## src/hw/wss_pkg.sv

```systemverilog
// Package for the waveform output safe-state control block: map, fields, types
package wss_pkg;

    // ----------------------------------------------------------------
    // Register map
    // ----------------------------------------------------------------
    localparam int          ADDR_W      = 8;
    localparam int          DATA_W      = 8;
    localparam logic [7:0]  OFF_CTRL    = 8'h00;
    localparam logic [7:0]  OFF_CFG     = 8'h01;
    localparam logic [7:0]  OFF_DBAND   = 8'h02;
    localparam logic [7:0]  OFF_ISTAT   = 8'h03;
    localparam logic [7:0]  OFF_IMASK   = 8'h04;

    // ----------------------------------------------------------------
    // Field positions and reset values
    // ----------------------------------------------------------------
    localparam int          CTRL_SD_BIT    = 7;
    localparam int          CTRL_REN_BIT   = 6;
    localparam int          IRQ_SD_BIT     = 0;
    localparam int          IRQ_RESUME_BIT = 1;
    localparam int          IRQ_W          = 2;
    localparam int          DBAND_W        = 4;
    localparam int          NUM_OUT        = 4;
    localparam logic [7:0]  CTRL_RESET     = 8'h14;
    localparam logic [7:0]  CFG_RESET      = 8'h00;
    localparam logic [3:0]  DBAND_RESET    = 4'h0;
    localparam logic [1:0]  IMASK_RESET    = 2'h0;

    // ----------------------------------------------------------------
    // Types
    // ----------------------------------------------------------------
    typedef enum logic [1:0] {
        SAFE_INACTIVE = 2'b00,
        SAFE_TRISTATE = 2'b01,
        SAFE_LOW      = 2'b10,
        SAFE_HIGH     = 2'b11
    } wss_safe_e;

    typedef struct packed {
        logic       shutdown;
        logic       restart_en;
        wss_safe_e  pair_bd_safe_level_select;
        wss_safe_e  pair_ac_safe_level_select;
        logic [1:0] rsvd;
    } wss_ctrl_s;

    typedef struct packed {
        logic [2:0] rsvd;
        logic [3:0] polarity;
        logic       enable;
    } wss_cfg_s;

    typedef struct packed {
        logic value;
        logic oe;
    } wss_pin_s;

    typedef enum logic [1:0] {
        ST_RUN  = 2'b00,
        ST_SHUT = 2'b01,
        ST_HOLD = 2'b11
    } wss_state_e;

    // Pin level for one output while in the safe state
    function automatic wss_pin_s wss_safe_pin(input wss_safe_e sel, input logic held,
                                              input logic settled, input logic pol);
        wss_pin_s p;
        p = '{value: held, oe: 1'b1};
        case (sel)
            SAFE_HIGH:     p.value = 1'b1;
            SAFE_LOW:      p.value = 1'b0;
            SAFE_TRISTATE: p = '{value: 1'b0, oe: 1'b0};
            default:       p.value = settled ? pol : held;
        endcase
        return p;
    endfunction

endpackage

```

## src/hw/wss_top.sv

```systemverilog
// Safe-state (auto-shutdown) control for the four waveform outputs A to D
// Function
// While shut down, outputs B and D follow the B/D select field: 11 high, 10 low, 01 tri-state, 00 inactive level after dead-band.
// While shut down, outputs A and C follow the A/C select field with the same four encodings.
// Bit 6 enables auto-restart; when clear, software must clear the shutdown bit to recover.
// Software may write the shutdown bit while the generator is disabled to force the safe state.
// After the shutdown bit clears, outputs stay safe until the next rising edge of the generator input.
// A shutdown event sets the shutdown bit in hardware, and with auto-restart the bit clears once the event is gone (code: only while enabled).
//
// The register addresses and the strobed register port were left to the implementer.
module wss_top
    import wss_pkg::*;
(
    input  wire logic              clk_sys_in,
    input  wire logic              rst_b_in,
    input  wire logic [ADDR_W-1:0] addr_in,
    input  wire logic [DATA_W-1:0] wdata_in,
    input  wire logic              wr_in,
    input  wire logic              rd_in,
    output logic      [DATA_W-1:0] rdata_out,
    input  wire logic              shutdown_evt_in,
    input  wire logic              wave_src_in,
    output logic                   output_a_out,
    output logic                   output_a_oe_out,
    output logic                   output_b_out,
    output logic                   output_b_oe_out,
    output logic                   output_c_out,
    output logic                   output_c_oe_out,
    output logic                   output_d_out,
    output logic                   output_d_oe_out,
    output logic                   irq_out
);

    // ----------------------------------------------------------------
    // Input synchronisers
    // ----------------------------------------------------------------
    logic [1:0] sync1_ff;
    logic [1:0] sync2_ff;
    logic       src_prev_ff;

    always_ff @(posedge clk_sys_in) begin
        if (!rst_b_in) begin
            sync1_ff    <= 2'h0;
            sync2_ff    <= 2'h0;
            src_prev_ff <= 1'b0;
        end else begin
            sync1_ff    <= {shutdown_evt_in, wave_src_in};
            sync2_ff    <= sync1_ff;
            src_prev_ff <= sync2_ff[0];
        end
    end

    wire logic evt     = sync2_ff[1];
    wire logic src     = sync2_ff[0];
    wire logic src_ris = src & ~src_prev_ff;

    // ----------------------------------------------------------------
    // Registers and bus decode
    // ----------------------------------------------------------------
    wss_ctrl_s          ctrl_ff;
    wss_cfg_s           cfg_ff;
    logic [DBAND_W-1:0] dband_ff;
    logic [IRQ_W-1:0]   istat_ff;
    logic [IRQ_W-1:0]   imask_ff;
    wss_state_e         state_ff;
    wss_state_e         nxt_state;

    wire logic wr_ctrl  = wr_in && (addr_in == OFF_CTRL);
    wire logic wr_cfg   = wr_in && (addr_in == OFF_CFG);
    wire logic wr_dband = wr_in && (addr_in == OFF_DBAND);
    wire logic wr_imask = wr_in && (addr_in == OFF_IMASK);
    wire logic rd_istat = rd_in && (addr_in == OFF_ISTAT);

    // Setting by software only while disabled; clearing is allowed unless the event input is high
    wire logic sw_sd_take = wr_ctrl && (!cfg_ff.enable || !wdata_in[CTRL_SD_BIT]);
    // Auto clear is limited to a running generator so a forced shutdown holds
    wire logic auto_clr   = ctrl_ff.restart_en && cfg_ff.enable && !evt;
    wire logic nxt_sd     = evt ? 1'b1 :
                            sw_sd_take ? wdata_in[CTRL_SD_BIT] :
                            auto_clr ? 1'b0 : ctrl_ff.shutdown;

    wire logic enter_shut = (state_ff != ST_SHUT) && (nxt_state == ST_SHUT);
    wire logic resume     = (state_ff == ST_HOLD) && (nxt_state == ST_RUN);
    wire logic [IRQ_W-1:0] irq_set = {resume, enter_shut};

    always_ff @(posedge clk_sys_in) begin
        if (!rst_b_in) begin
            ctrl_ff  <= CTRL_RESET;
            cfg_ff   <= CFG_RESET;
            dband_ff <= DBAND_RESET;
            imask_ff <= IMASK_RESET;
        end else begin
            ctrl_ff.shutdown <= nxt_sd;
            if (wr_ctrl) begin
                ctrl_ff.restart_en                <= wdata_in[CTRL_REN_BIT];
                ctrl_ff.pair_bd_safe_level_select <= wss_safe_e'(wdata_in[5:4]);
                ctrl_ff.pair_ac_safe_level_select <= wss_safe_e'(wdata_in[3:2]);
            end
            if (wr_cfg) begin
                cfg_ff <= {3'h0, wdata_in[4:0]};
            end
            if (wr_dband) begin
                dband_ff <= wdata_in[DBAND_W-1:0];
            end
            if (wr_imask) begin
                imask_ff <= wdata_in[IRQ_W-1:0];
            end
        end
    end

    // Read clears the status, but an event in the same cycle still sets it
    always_ff @(posedge clk_sys_in) begin
        if (!rst_b_in) begin
            istat_ff <= 2'h0;
            irq_out  <= 1'b0;
        end else begin
            istat_ff <= (rd_istat ? 2'h0 : istat_ff) | irq_set;
            irq_out  <= |(((rd_istat ? 2'h0 : istat_ff) | irq_set) & imask_ff);
        end
    end

    wire logic [DATA_W-1:0] rd_mux =
        (addr_in == OFF_CTRL)  ? {ctrl_ff.shutdown, ctrl_ff.restart_en, ctrl_ff.pair_bd_safe_level_select,
                                  ctrl_ff.pair_ac_safe_level_select, 2'h0} :
        (addr_in == OFF_CFG)   ? DATA_W'(cfg_ff) :
        (addr_in == OFF_DBAND) ? {4'h0, dband_ff} :
        (addr_in == OFF_ISTAT) ? {6'h0, istat_ff} :
        (addr_in == OFF_IMASK) ? {6'h0, imask_ff} : 8'h00;

    always_ff @(posedge clk_sys_in) begin
        if (!rst_b_in) begin
            rdata_out <= 8'h00;
        end else begin
            rdata_out <= rd_in ? rd_mux : 8'h00;
        end
    end

    // ----------------------------------------------------------------
    // Shutdown sequencing
    // ----------------------------------------------------------------
    always_comb begin
        nxt_state = state_ff;
        case (state_ff)
            ST_RUN: begin
                if (ctrl_ff.shutdown) begin
                    nxt_state = ST_SHUT;
                end
            end
            ST_SHUT: begin
                if (!ctrl_ff.shutdown) begin
                    nxt_state = ST_HOLD;
                end
            end
            ST_HOLD: begin
                if (ctrl_ff.shutdown) begin
                    nxt_state = ST_SHUT;
                end else if (src_ris) begin
                    nxt_state = ST_RUN;
                end
            end
            default: nxt_state = ST_RUN;
        endcase
    end

    always_ff @(posedge clk_sys_in) begin
        if (!rst_b_in) begin
            state_ff <= ST_RUN;
        end else begin
            state_ff <= nxt_state;
        end
    end

    // ----------------------------------------------------------------
    // Output drive
    // ----------------------------------------------------------------
    logic a_on;
    logic b_on;
    logic settled;

    wss_deadband u_deadband (
        .clk_sys_in  (clk_sys_in),
        .rst_b_in    (rst_b_in),
        .src_in      (src & cfg_ff.enable),
        .restart_in  (enter_shut),
        .db_len_in   (dband_ff),
        .a_on_out    (a_on),
        .b_on_out    (b_on),
        .settled_out (settled)
    );

    // Safe state holds in HOLD too, so the pins never glitch before the edge
    wire logic          safe = (state_ff != ST_RUN);
    logic [NUM_OUT-1:0] val_ff;
    logic [NUM_OUT-1:0] oe_ff;
    // A disabled generator parks every pin at its plain polarity level
    wire  logic [NUM_OUT-1:0] live_on = {b_on, a_on, b_on, a_on} & {NUM_OUT{cfg_ff.enable}};

    generate
        for (genvar i = 0; i < NUM_OUT; i++) begin : g_out
            // Even index is the A/C pair, odd index the B/D pair
            wire wss_safe_e sel = (i % 2 == 0) ? ctrl_ff.pair_ac_safe_level_select
                                               : ctrl_ff.pair_bd_safe_level_select;
            wire wss_pin_s  sp  = wss_safe_pin(sel, val_ff[i], settled, cfg_ff.polarity[i]);

            always_ff @(posedge clk_sys_in) begin
                if (!rst_b_in) begin
                    val_ff[i] <= 1'b0;
                    oe_ff[i]  <= 1'b0;
                end else if (safe) begin
                    val_ff[i] <= sp.value;
                    oe_ff[i]  <= sp.oe;
                end else begin
                    val_ff[i] <= live_on[i] ^ cfg_ff.polarity[i];
                    oe_ff[i]  <= 1'b1;
                end
            end
        end
    endgenerate

    assign output_a_out    = val_ff[0];
    assign output_a_oe_out = oe_ff[0];
    assign output_b_out    = val_ff[1];
    assign output_b_oe_out = oe_ff[1];
    assign output_c_out    = val_ff[2];
    assign output_c_oe_out = oe_ff[2];
    assign output_d_out    = val_ff[3];
    assign output_d_oe_out = oe_ff[3];

endmodule

```

## src/hw/wss_deadband.sv

```systemverilog
// Complementary dead-band timer for the A/C and B/D output pairs
module wss_deadband
    import wss_pkg::*;
(
    input  wire logic               clk_sys_in,
    input  wire logic               rst_b_in,
    input  wire logic               src_in,
    input  wire logic               restart_in,
    input  wire logic [DBAND_W-1:0] db_len_in,
    output wire logic               a_on_out,
    output wire logic               b_on_out,
    output wire logic               settled_out
);

    logic [DBAND_W-1:0] cnt_ff;
    logic               prev_ff;
    wire  logic         change = (src_in != prev_ff) | restart_in;

    always_ff @(posedge clk_sys_in) begin
        if (!rst_b_in) begin
            cnt_ff  <= DBAND_RESET;
            prev_ff <= 1'b0;
        end else begin
            prev_ff <= src_in;
            if (change) begin
                cnt_ff <= DBAND_RESET;
            end else if (cnt_ff != db_len_in) begin
                cnt_ff <= cnt_ff + 1'b1;
            end
        end
    end

    // Both sides stay off until the interval after each edge has run out
    assign settled_out = !change && (cnt_ff == db_len_in);
    assign a_on_out    = src_in & settled_out;
    assign b_on_out    = ~src_in & settled_out;

endmodule

```

## config.mk

```make
export PLATFORM = sky130hd
export DESIGN_NAME = wss_top
export DESIGN_NICKNAME = d
export VERILOG_FILES = /design/src/hw/wss_pkg.sv /design/src/hw/wss_top.sv /design/src/hw/wss_deadband.sv
export SDC_FILE = /design/constraint.sdc
export NUM_CORES = 1
export LEC_CHECK = 0
export CAP_MARGIN = 20
export CORE_ASPECT_RATIO = 0.5
export CORE_UTILIZATION = 30
export CTS_CLUSTER_SIZE = 8
export DETAILED_ROUTE_END_ITERATION = 6
export DONT_BUFFER_PORTS = 1
export GPL_TIMING_DRIVEN = 0
export PLACE_DENSITY_LB_ADDON = 0.25
export SLEW_MARGIN = 20
export SYNTH_ARGS = -nofsm -noshare
export SYNTH_HDL_FRONTEND = slang
export SYNTH_SLANG_ARGS = --single-unit
```

## constraint.sdc

```tcl
create_clock -name clk_sys_in -period 1.76 [get_ports clk_sys_in]
set_input_delay 0.176 -clock clk_sys_in [delete_from_list [all_inputs] [get_ports clk_sys_in]]
set_output_delay 0.176 -clock clk_sys_in [all_outputs]
set_load 0.01 [all_outputs]
```

==> metrics.txt, run 1 <==
# TYPE chip_impl_metric gauge
chip_impl_info{name="run_status",value="completed"} 1
chip_impl_metric{name="num_rows",unit=""} 21
chip_impl_metric{name="synth.yosys.seq_area_share",unit="%"} 42.0
chip_impl_metric{name="path_max_fanout",unit=""} 6
chip_impl_info{name="regToRegStartpoint",value="dband_ff[2]"} 1
chip_impl_metric{name="post-route-period-util",unit="%"} 94.3
chip_impl_metric{name="dieArea",unit="sq um"} 7680
chip_impl_metric{name="detailedPlace.worstSlack",unit="ns"} -0.175
chip_impl_metric{name="grt_antenna_before_repair",unit=""} 0
chip_impl_info{name="layout.cells.most_common",value="dfxtp_1"} 1
chip_impl_metric{name="tightest_slew",unit="ns"} 0.477
chip_impl_info{name="cts_root_buf",value="clkbuf_16"} 1
chip_impl_info{name="layout.cells.most_common_list",value="43 x dfxtp_1, 24 x mux2i_1, 16 x nor2b_1, 16 x nor2_1, 10 x nand2_1"} 1
chip_impl_metric{name="yosysWarningCount",unit=""} 0
chip_impl_metric{name="flop2flop_setup_slack",unit="ns"} 0.10
chip_impl_metric{name="die_width",unit="um"} 123
chip_impl_metric{name="mappedNetlistNets",unit=""} 250
chip_impl_metric{name="worstSkewPairLatency",unit="ns"} 0.28
chip_impl_metric{name="max-vdd-ir-drop",unit="V"} 0.000417
chip_impl_metric{name="total_power_of_the_final_layout",unit="mW"} 2.19
chip_impl_metric{name="finalHoldViolations",unit=""} 0
chip_impl_metric{name="finalSetupViolations",unit=""} 0
chip_impl_metric{name="post_synth.cell_area_avg",unit="sq um"} 9.93
chip_impl_metric{name="drtPass1Iterations",unit=""} 4
chip_impl_metric{name="core",unit="sq um"} 6880
chip_impl_metric{name="fin_util",unit="%"} 36.4
chip_impl_metric{name="layout-drive-gt1-share",unit="%"} 16.5
chip_impl_metric{name="inserted_clock_buffers",unit=""} 5
chip_impl_info{name="timing_worst_setup_path_type",value="flop to flop"} 1
chip_impl_metric{name="syn2layout_area_growth",unit="%"} 14.2
chip_impl_metric{name="max_freq",unit="MHz"} 603
chip_impl_metric{name="drt-vias-per-instance",unit=""} 4.93
chip_impl_info{name="holdPathEnd",value="g_out[0].sel[0]"} 1
chip_impl_metric{name="antennaDiodeCount",unit=""} 0
chip_impl_metric{name="dp_hpwl",unit="mm"} 3.76
chip_impl_metric{name="grt_first_pass_wirelength",unit="mm"} 8.37
chip_impl_metric{name="initialDrtViolationCount",unit=""} 72
chip_impl_info{name="worstSetupStartpointType",value="flop"} 1
chip_impl_metric{name="finalCriticalPeriod",unit="ns"} 1.66
chip_impl_metric{name="postSynthRegisterBits",unit=""} 46
chip_impl_info{name="worst_setup_path_end_kind",value="flop"} 1
chip_impl_metric{name="chipHeight",unit="um"} 62.5
chip_impl_info{name="grt_setup_unrepaired",value="true"} 1
chip_impl_metric{name="cts_sinks",unit=""} 46
chip_impl_metric{name="clock-skew-final",unit="ns"} 0.00385
chip_impl_metric{name="grt_usage",unit="%"} 14.3
chip_impl_metric{name="grt.overflow.total",unit=""} 0
chip_impl_metric{name="slew_violations",unit=""} 0
chip_impl_metric{name="timing.critical_path.arrival",unit="ns"} 1.85
chip_impl_metric{name="yosys.cell_types.count",unit=""} 45
chip_impl_metric{name="pwr_dens",unit="nW/um^2"} 872
chip_impl_metric{name="synth_edf_count",unit=""} 0
chip_impl_metric{name="grt_pass1_vias",unit=""} 1589
chip_impl_info{name="worst_min_path_class",value="input pin to flop"} 1
chip_impl_metric{name="total_leakage_power",unit="nW"} 1.03
chip_impl_metric{name="clk_pin_slew",unit="ns"} 0.06
chip_impl_metric{name="cts-root-to-sink-buffers",unit=""} 2
chip_impl_metric{name="synth_cells",unit=""} 221
chip_impl_metric{name="worst_r2r_path_depth",unit=""} 5
chip_impl_metric{name="route.vias.total",unit=""} 1586
chip_impl_metric{name="hold_path_depth",unit=""} 2
chip_impl_metric{name="route.final.wire_length",unit="mm"} 5.00
chip_impl_info{name="yosys_most_used_dff",value="dfxtp_1"} 1
chip_impl_metric{name="max_slew_margin",unit="%"} 68.2
chip_impl_metric{name="drt.antenna.violating_nets",unit=""} 0
chip_impl_metric{name="gp_congestion",unit=""} 0.744
chip_impl_info{name="worstHoldStart",value="wdata_in[2]"} 1
chip_impl_metric{name="synth_async_sr_flop_share",unit="%"} 0
chip_impl_info{name="cts_tree",value="yes"} 1
chip_impl_metric{name="placement.io_buffers",unit=""} 0
chip_impl_metric{name="fin_ws",unit="ns"} 0.100
chip_impl_metric{name="drc",unit=""} 0
chip_impl_metric{name="finalNetCount",unit=""} 258
chip_impl_info{name="r2r-end",value="output_c_out"} 1
chip_impl_metric{name="max_cap_violations",unit=""} 0
chip_impl_metric{name="syn-cell-area",unit="sq um"} 2190
chip_impl_metric{name="worst-endpoint-required",unit="ns"} 1.95
chip_impl_metric{name="htree_levels",unit=""} 2
chip_impl_metric{name="route.detailed.wl_per_inst",unit="um"} 15.5
chip_impl_metric{name="floorplan.initialDensity",unit="%"} 31.9
chip_impl_metric{name="maximum_number_of_pins_on_one_net_before_global_route_repair",unit=""} 15
chip_impl_metric{name="top_level_ports",unit=""} 39
-- worst max path at each step --
stage                         start      endpoint  slack, ns  cells past startpoint
3_5_place_dp              cfg_ff[0]  output_c_out      -0.17                      6
3_3_place_gp            dband_ff[2]  output_b_out       -0.1                      5
6_report                dband_ff[2]  output_c_out       0.10                      5
4_1_cts        u_deadband.cnt_ff[0]  output_c_out      0.001                      5
5_1_grt                 dband_ff[2]  output_a_out      -0.02                      6
2_1_floorplan           dband_ff[2]  output_b_out       0.11                      5
-- synth_stat cells, types with 2 or more instances --
library cell   n  share of area (%)
a21boi_0       2               0.68
a21oi_1        8                1.8
a22o_1         2               0.80
a32o_1         2               0.91
and2_1         7                2.0
and2_2         2               0.68
and3_1         3               0.86
buf_4          4                1.4
buf_6          2                1.0
clkbuf_1       4               0.68
dfxtp_1       46                 42
ha_1           7                4.0
inv_1          8                1.4
mux2i_1       24                 11
nand2_1       10                1.7
nand2b_1       3               0.86
nand3_1        6                1.4
nand3_2        2               0.91
nand4_1        3               0.86
nor2_1        16                2.7
nor2b_1       16                4.6
nor3_1         4               0.91
nor3b_1        2               0.68
nor4_4         2                1.9
o21ai_0        3               0.68
o21ai_2        2               0.80
o311ai_0       2               0.80
o31ai_1        3                1.0
o32ai_1        2               0.80
or3_1          3               0.86
xor2_1         7                2.8
-- metrics by stage --
step | setup TNS (ns) | hold slack, ns | area (sq um) | std cells
6_report | 0 | 0.0159 | 2510 | 322
2_1_floorplan | 0 | 0.301 | 2190 | 221
4_1_cts | 0 | 0.0127 | 2480 | 322
5_1_grt | -0.0387 | 0.0109 | 2510 | 322
3_5_place_dp | -0.444 | 0.307 | 2310 | 313
3_3_place_gp | -0.228 | 0.305 | 2310 | 313
-- cell type report --
cell class / count / area, sq um
buffer: 9 / 63.8
clock buffer: 6 / 139
clock inverter: 2 / 12.5
fill: 711 / 4380
inverter: 8 / 30.0
multi-input combinational: 157 / 1210
sequential: 46 / 925
tap: 92 / 115
timing repair buffer: 2 / 15.0
-- worst max-delay path: stages, from the launching register on --
cell and delay, ns:
dfxtp_2 0.34, xor2_2 0.18, nor4_4 0.39, nand3_4 0.15, a21o_1 0.21, o32ai_2 0.28
-- routing by layer --
layer	vias up	GRT usage (%)	wire, um
met5	-	0	0
met4	0	3.81	40
met3	5	4.47	335
met2	31	22.5	2230
li1	788	-	-
met1	762	18.8	2400
-- flip-flops by register name (all words and copies together) (netlist names), 4 cells and up --
register and cells:
cfg_ff 5, rdata_out 8, g_out.sel 4, u_deadband.cnt_ff 4, dband_ff 4
-- power by group --
| group | switching [mW] | internal [mW] | total (mW) |
|---|---|---|---|
| logic | 0.0839 | 0.0673 | 0.151 |
| clock network | 0.387 | 0.562 | 0.949 |
| registers | 0.0237 | 1.06 | 1.09 |
| total | 0.495 | 1.69 | 2.19 |
-- cells by family (layout without fill, tap and decap cells) --
| kind of cell | Yosys count | in the layout | share of synthesized area [%] |
|---|---|---|---|
| flip-flops | 46 | 46 | 42.0 |
| buffers and inverters | 18 | 27 | 4.45 |
| AND/OR/NAND/NOR | 90 | 90 | 25.9 |
| AO/OA/AOI/OAI | 29 | 29 | 9.92 |
| adder cells (fa/ha/maj) | 7 | 7 | 3.99 |
| XOR/XNOR | 7 | 7 | 2.79 |
| multiplexers | 24 | 24 | 10.9 |
-- timing repair --
action	CTS	global route
gates resized for setup	1	6
endpoints found under the setup margin	4	4
buffers inserted	2	0
pin swaps	1	3
hold buffers	0	0
(Power assumes the default switching activity.)
==> run 2, diff against run 1 <==
--- a/config.mk
+++ b/config.mk
@@ -5,9 +5,10 @@
 export SDC_FILE = /design/constraint.sdc
 export NUM_CORES = 1
 export LEC_CHECK = 0
-export CAP_MARGIN = 20
+export CAP_MARGIN = 40
 export CORE_ASPECT_RATIO = 0.5
 export CORE_UTILIZATION = 30
+export CTS_BUF_LIST = sky130_fd_sc_hd__clkbuf_8
 export CTS_CLUSTER_SIZE = 8
 export DETAILED_ROUTE_END_ITERATION = 6
 export DONT_BUFFER_PORTS = 1
==> constraint.sdc (replaced) <==
create_clock -name clk_sys_in -period 1.92 [get_ports clk_sys_in]
set_input_delay 0.192 -clock clk_sys_in [delete_from_list [all_inputs] [get_ports clk_sys_in]]
set_output_delay 0.192 -clock clk_sys_in [all_outputs]
set_load 0.01 [all_outputs]
==> metrics.txt, run 2 (synthesis results as in run 1) <==
# TYPE chip_impl_metric gauge
chip_impl_metric{name="critPathMaxStageDelay",unit="ns"} 0.54
chip_impl_metric{name="inserted_clock_buffers",unit=""} 5
chip_impl_info{name="timing_worst_setup_path_type",value="flop to flop"} 1
chip_impl_metric{name="grt_first_pass_wirelength",unit="mm"} 8.31
chip_impl_metric{name="cts_sinks",unit=""} 46
chip_impl_metric{name="finalHoldViolations",unit=""} 0
chip_impl_metric{name="total_leakage_power",unit="nW"} 0.991
chip_impl_metric{name="top_level_ports",unit=""} 39
chip_impl_info{name="worst_min_path_class",value="input pin to flop"} 1
chip_impl_metric{name="cts_resized",unit=""} 0
chip_impl_info{name="r2r-end",value="output_c_out"} 1
chip_impl_metric{name="dp_hpwl",unit="mm"} 3.76
chip_impl_metric{name="initialDrtViolationCount",unit=""} 61
chip_impl_metric{name="drt.antenna.violating_nets",unit=""} 0
chip_impl_metric{name="timing.critical_path.arrival",unit="ns"} 2.01
chip_impl_metric{name="htree_levels",unit=""} 2
chip_impl_metric{name="antennaDiodeCount",unit=""} 0
chip_impl_metric{name="chipHeight",unit="um"} 62.5
chip_impl_metric{name="met3_wirelength",unit="um"} 344
chip_impl_metric{name="post_cts_hold_fix_bufs",unit=""} 0
chip_impl_info{name="dr.max_layer_used",value="met4"} 1
chip_impl_metric{name="path_buf_inv",unit=""} 0
chip_impl_info{name="grt_setup_unrepaired",value="false"} 1
chip_impl_metric{name="max_freq",unit="MHz"} 549
chip_impl_info{name="holdPathEnd",value="sync1_ff[0]"} 1
chip_impl_metric{name="drtPass1Iterations",unit=""} 4
chip_impl_metric{name="core",unit="sq um"} 6880
chip_impl_metric{name="floorplan.initialDensity",unit="%"} 31.9
chip_impl_metric{name="max-vdd-ir-drop",unit="V"} 0.000230
chip_impl_metric{name="worst_r2r_path_depth",unit=""} 5
chip_impl_metric{name="pwr_dens",unit="nW/um^2"} 725
chip_impl_metric{name="wirelength_met1",unit="mm"} 2.36
chip_impl_metric{name="maximum_number_of_pins_on_one_net_before_global_route_repair",unit=""} 15
chip_impl_metric{name="route.final.wire_length",unit="mm"} 4.96
chip_impl_metric{name="post-route-period-util",unit="%"} 94.9
chip_impl_metric{name="worst-endpoint-required",unit="ns"} 2.11
chip_impl_metric{name="clk_pin_slew",unit="ns"} 0.09
chip_impl_metric{name="finalSetupViolations",unit=""} 0
chip_impl_metric{name="route.vias.total",unit=""} 1559
chip_impl_info{name="crit_chain",value="nand2_1 > xor2_1 > nand3_4 > a21o_1 > o32ai_1"} 1
chip_impl_metric{name="gp_congestion",unit=""} 0.744
chip_impl_metric{name="clock-skew-final",unit="ns"} 0.00745
chip_impl_info{name="largest-register",value="rdata_out"} 1
chip_impl_metric{name="fin_util",unit="%"} 35.0
chip_impl_metric{name="max_slew_margin",unit="%"} 69.5
chip_impl_metric{name="grt_pass1_vias",unit=""} 1582
chip_impl_metric{name="num_rows",unit=""} 21
chip_impl_metric{name="grt.overflow.total",unit=""} 0
chip_impl_info{name="run_status",value="completed"} 1
chip_impl_metric{name="layout-drive-gt1-share",unit="%"} 13.5
chip_impl_metric{name="worstSkewPairLatency",unit="ns"} 0.30
chip_impl_metric{name="setup-tns-final",unit="ns"} 0
chip_impl_metric{name="syn2layout_area_growth",unit="%"} 9.75
chip_impl_metric{name="finalCriticalPeriod",unit="ns"} 1.82
chip_impl_metric{name="max_cap_violations",unit=""} 0
chip_impl_metric{name="route.detailed.wl_per_inst",unit="um"} 15.4
chip_impl_info{name="cts_tree",value="yes"} 1
chip_impl_info{name="layout.cells.most_common_list",value="46 x dfxtp_1, 24 x mux2i_1, 16 x nor2b_1, 16 x nor2_1, 10 x nand2_1"} 1
chip_impl_metric{name="tightest_slew",unit="ns"} 0.457
chip_impl_metric{name="flop2flop_setup_slack",unit="ns"} 0.1
chip_impl_info{name="layout.cells.most_common",value="dfxtp_1"} 1
chip_impl_info{name="worstSetupStartpointType",value="flop"} 1
chip_impl_metric{name="route.met2.wl",unit="mm"} 2.21
chip_impl_metric{name="dieArea",unit="sq um"} 7680
chip_impl_metric{name="finalNetCount",unit=""} 257
chip_impl_info{name="cts_root_buf",value="clkbuf_8"} 1
chip_impl_info{name="worst_setup_path_end_kind",value="flop"} 1
chip_impl_info{name="largest_registers",value="rdata_out: 8 flops, cfg_ff: 5 flops"} 1
chip_impl_info{name="crit_family",value="compound AO/OA/AOI/OAI gates"} 1
chip_impl_metric{name="slew_violations",unit=""} 0
chip_impl_metric{name="drt-vias-per-instance",unit=""} 4.86
chip_impl_metric{name="fillCellCount",unit=""} 726
chip_impl_metric{name="die_width",unit="um"} 123
chip_impl_info{name="worstHoldStart",value="wave_src_in"} 1
chip_impl_metric{name="grt_usage",unit="%"} 14.2
chip_impl_metric{name="drc",unit=""} 0
chip_impl_metric{name="placement.io_buffers",unit=""} 0
chip_impl_metric{name="largest_register_ffs",unit=""} 8
chip_impl_metric{name="cts-root-to-sink-buffers",unit=""} 2
chip_impl_info{name="regToRegStartpoint",value="cfg_ff[0]"} 1
chip_impl_metric{name="path_max_fanout",unit=""} 10
chip_impl_metric{name="hold_path_depth",unit=""} 1
chip_impl_info{name="cp_slowest_cell",value="dfxtp_1"} 1
chip_impl_info{name="worst_setup_path_startpoint",value="cfg_ff[0]"} 1
chip_impl_metric{name="grt_antenna_before_repair",unit=""} 0
==> run 2: cell count changes in the layout (fill, tap and decap cells not counted) <==
cell       change
dfxtp_1        +3
o32ai_2        -1
xor2_2         -2
o21ai_4        -1
clkbuf_8       +5
dfxtp_2        -3
o21ai_2        +1
buf_4          -1
xor2_1         +2
o32ai_1        +1
clkbuf_16      -5
==> run 2: how the worst max path moves through the flow <==
stage,depth (start not counted),endpoint,slack [ns]
floorplan,5,output_b_out,0.27
global placement,5,output_b_out,0.06
detailed placement,6,output_c_out,-0.01
CTS,5,output_c_out,0.10
global route,5,output_c_out,0.003
finish,5,output_c_out,0.1
==> run 2: layout make-up <==
cell class              instances  area [sq um]  share of cell area (%)
clock buffers                   6          82.6                    3.43
flip-flops and latches         46           921                    38.2
clock inverters                 2          12.5                   0.519
plain buffers                   9          63.8                    2.65
repair buffers                  1          7.51                   0.312
well taps                      92           115                    4.78
inverters                       8          30.0                    1.25
multi-input cells             157          1180                    48.8
==> run 2: power breakdown <==
group | internal, mW | leakage [nW] | switching (mW) | total [mW]
clock | 0.290 | 0.0472 | 0.331 | 0.621
sequential | 0.972 | 0.373 | 0.0211 | 0.993
combinational | 0.0579 | 0.570 | 0.0741 | 0.132
total | 1.32 | 0.991 | 0.426 | 1.75
==> run 2: per-layer routing <==
metal	GRT usage (%)	up-vias
met1	18.5	729
met4	4.12	0
li1	-	789
met5	0	-
met2	21.9	36
met3	5.11	5
==> run 2: timing repair <==
action	4_1_cts	5_1_grt
setup buffers	1	0
pin swaps	1	1
setup endpoints to repair	1	1
==> run 2: per-stage QoR <==
| stage | cell area [sq um] | setup WS [ns] | cells | hold slack (ns) | power (mW) |
|---|---|---|---|---|---|
| 2_1_floorplan | 2190 | 0.268 | 221 | 0.317 | 1.12 |
| 3_3_place_gp | 2310 | 0.0628 | 313 | 0.321 | 1.14 |
| 3_5_place_dp | 2310 | -0.0148 | 313 | 0.323 | 1.15 |
| 4_1_cts | 2410 | 0.104 | 321 | 0.00567 | 1.77 |
| 5_1_grt | 2410 | 0.00322 | 321 | 0.00395 | 1.84 |
| 6_report | 2410 | 0.0989 | 321 | 0.0137 | 1.75 |
==> run 3, diff against run 2 <==
--- a/config.mk
+++ b/config.mk
@@ -7,7 +7,7 @@
 export LEC_CHECK = 0
 export CAP_MARGIN = 40
 export CORE_ASPECT_RATIO = 0.5
-export CORE_UTILIZATION = 30
+export CORE_UTILIZATION = 33
 export CTS_BUF_LIST = sky130_fd_sc_hd__clkbuf_8
 export CTS_CLUSTER_SIZE = 8
 export DETAILED_ROUTE_END_ITERATION = 6
==> metrics.txt, run 3 (synthesis results as in run 1) <==
# TYPE chip_impl_metric gauge
chip_impl_metric{name="critPathMaxStageDelay",unit="ns"} 0.48
chip_impl_metric{name="route.final.wire_length",unit="mm"} 4.85
chip_impl_metric{name="clock-skew-final",unit="ns"} 0.00698
chip_impl_metric{name="whs",unit="ns"} 0.0159
chip_impl_metric{name="finalHoldViolations",unit=""} 0
chip_impl_metric{name="share_comb_of_total_power",unit="%"} 8.0
chip_impl_metric{name="max_freq",unit="MHz"} 550
chip_impl_metric{name="finalCriticalPeriod",unit="ns"} 1.82
chip_impl_metric{name="max-vdd-ir-drop",unit="V"} 0.000306
chip_impl_metric{name="post-route-period-util",unit="%"} 94.7
chip_impl_metric{name="drc",unit=""} 0
chip_impl_metric{name="route.vias.total",unit=""} 1608
chip_impl_metric{name="max_slew_margin",unit="%"} 67.1
chip_impl_metric{name="post_cts_hold_fix_bufs",unit=""} 0
chip_impl_metric{name="inserted_clock_buffers",unit=""} 5
chip_impl_metric{name="num_rows",unit=""} 20
chip_impl_metric{name="chipHeight",unit="um"} 59.7
chip_impl_metric{name="dp_hpwl",unit="mm"} 3.71
chip_impl_metric{name="power_frac_seq",unit="%"} 56.9
chip_impl_info{name="cts_root_buf",value="clkbuf_8"} 1
chip_impl_metric{name="finalNetCount",unit=""} 259
chip_impl_metric{name="path_max_fanout",unit=""} 5
chip_impl_metric{name="layout-drive-gt1-share",unit="%"} 15.2
chip_impl_metric{name="switching_share",unit="%"} 24.1
chip_impl_metric{name="tightest_slew",unit="ns"} 0.493
chip_impl_info{name="worstHoldStart",value="shutdown_evt_in"} 1
chip_impl_metric{name="syn2layout_area_growth",unit="%"} 10.4
chip_impl_metric{name="htree_levels",unit=""} 2
chip_impl_metric{name="grt_pass1_vias",unit=""} 1500
chip_impl_metric{name="pwr_dens",unit="nW/um^2"} 720
chip_impl_metric{name="drt-vias-per-instance",unit=""} 5.03
chip_impl_info{name="cp_slowest_cell",value="nor4_4"} 1
chip_impl_info{name="largest-register",value="rdata_out"} 1
chip_impl_metric{name="timing.critical_path.arrival",unit="ns"} 2.02
chip_impl_metric{name="total_leakage_power",unit="nW"} 1.00
chip_impl_info{name="cts_tree",value="yes"} 1
chip_impl_info{name="regToRegStartpoint",value="u_deadband.cnt_ff[0]"} 1
chip_impl_metric{name="clock_power_share",unit="%"} 35.1
chip_impl_metric{name="drt.antenna.violating_nets",unit=""} 0
chip_impl_metric{name="setup-tns-final",unit="ns"} 0
chip_impl_info{name="worst_min_path_class",value="input pin to flop"} 1
chip_impl_metric{name="core",unit="sq um"} 6230
chip_impl_metric{name="dieArea",unit="sq um"} 7000
chip_impl_info{name="run_status",value="completed"} 1
chip_impl_metric{name="worst-endpoint-required",unit="ns"} 2.12
chip_impl_metric{name="internal-power",unit="mW"} 1.32
chip_impl_metric{name="worstSkewPairLatency",unit="ns"} 0.30
chip_impl_metric{name="maximum_number_of_pins_on_one_net_before_global_route_repair",unit=""} 15
chip_impl_metric{name="grt_antenna_before_repair",unit=""} 0
chip_impl_info{name="timing_worst_setup_path_type",value="flop to flop"} 1
chip_impl_metric{name="slew_violations",unit=""} 0
chip_impl_metric{name="switchingPower",unit="mW"} 0.421
chip_impl_info{name="layout.cells.most_common",value="dfxtp_1"} 1
chip_impl_metric{name="drtPass1Iterations",unit=""} 4
chip_impl_metric{name="grt.overflow.total",unit=""} 0
chip_impl_info{name="layout.cells.most_common_list",value="44 x dfxtp_1, 24 x mux2i_1, 16 x nor2b_1, 16 x nor2_1, 10 x nand2_1"} 1
chip_impl_metric{name="largest_register_ffs",unit=""} 8
chip_impl_info{name="crit_family",value="simple AND/OR/NAND/NOR gates"} 1
chip_impl_metric{name="top_level_ports",unit=""} 39
chip_impl_metric{name="cts-root-to-sink-buffers",unit=""} 2
chip_impl_info{name="worstSetupStartpointType",value="flop"} 1
chip_impl_metric{name="gp_congestion",unit=""} 0.764
chip_impl_metric{name="die_width",unit="um"} 117
chip_impl_metric{name="route.detailed.wl_per_inst",unit="um"} 15.2
chip_impl_metric{name="grt_first_pass_wirelength",unit="mm"} 7.76
chip_impl_metric{name="placement.io_buffers",unit=""} 0
chip_impl_metric{name="finish.instance_area",unit="sq um"} 2420
chip_impl_info{name="largest_registers",value="rdata_out: 8 flops, cfg_ff: 5 flops"} 1
chip_impl_metric{name="clk_pin_slew",unit="ns"} 0.09
chip_impl_metric{name="grt_usage",unit="%"} 14.6
chip_impl_metric{name="placement.cell_area",unit="sq um"} 2300
chip_impl_metric{name="floorplan.initialDensity",unit="%"} 35.2
chip_impl_metric{name="finalSetupViolations",unit=""} 0
chip_impl_info{name="crit_chain",value="xor2_1 > nor4_4 > nand4_1 > mux2i_1 > a22o_1"} 1
chip_impl_info{name="worst_setup_path_end_kind",value="flop"} 1
chip_impl_metric{name="path_buf_inv",unit=""} 0
chip_impl_metric{name="initialDrtViolationCount",unit=""} 78
chip_impl_metric{name="total_power_of_the_final_layout",unit="mW"} 1.75
chip_impl_info{name="grt_setup_unrepaired",value="false"} 1
chip_impl_metric{name="cts_sinks",unit=""} 46
chip_impl_info{name="worst_setup_path_startpoint",value="u_deadband.cnt_ff[0]"} 1
chip_impl_metric{name="max_cap_violations",unit=""} 0
run 3: worst register-to-register path: stages (launching register included):
cell     delay (ns)
dfxtp_2        0.35
xor2_1         0.19
nor4_4         0.49
nand4_1        0.27
mux2i_1        0.19
a22o_1         0.24
run 3: stage by stage:
stage          cells  utilization, %  setup WS, ns
6_report         320            38.9         0.101
3_3_place_gp     309            37.0        0.0712
5_1_grt          319            38.9       0.00565
2_1_floorplan    221               -         0.268
4_1_cts          316            38.5        0.0503
3_5_place_dp     309            37.0        0.0268
run 3: repair_timing:
item / in CTS / in global routing
pin swaps: 0 / 1
setup endpoints to repair: 1 / 2
buffers inserted: 0 / 3
resized for setup: 0 / 2
run 3: metal layers:
| metal | GRT usage, % | part of all wire (%) |
|---|---|---|
| met1 | 19.3 | 50 |
| met2 | 22.7 | 43 |
| met3 | 5.44 | 6.3 |
| met4 | 3.34 | 0.39 |
| met5 | 0 | 0 |
run 3: area by class of cell:
| cell class | count | area, sq um |
|---|---|---|
| fill | 614 | 3810 |
| multi-input combinational | 157 | 1180 |
| sequential | 46 | 923 |
| tap | 88 | 110 |
| clock buffer | 6 | 82.6 |
| buffer | 9 | 63.8 |
| inverter | 8 | 30.0 |
| timing repair buffer | 3 | 22.5 |
| clock inverter | 2 | 12.5 |
| antenna | 1 | 2.50 |
run 3: power groups by stage:
stage	clock network [mW]	logic (mW)	registers [mW]
3_3_place_gp	0	0.130	1.01
5_1_grt	0.685	0.151	0.997
6_report	0.613	0.139	0.993
4_1_cts	0.635	0.132	0.993
3_5_place_dp	0	0.131	1.02
2_1_floorplan	0	0.105	1.01
run 3: worst paths after layout:
check                      end  slack (ns)  cells past startpoint
setup / recovery  output_b_out        0.10                      5
hold / removal     sync1_ff[1]        0.02                      1
hold reg to reg    sync2_ff[0]        0.45                      1
setup reg to reg  output_b_out        0.10                      5
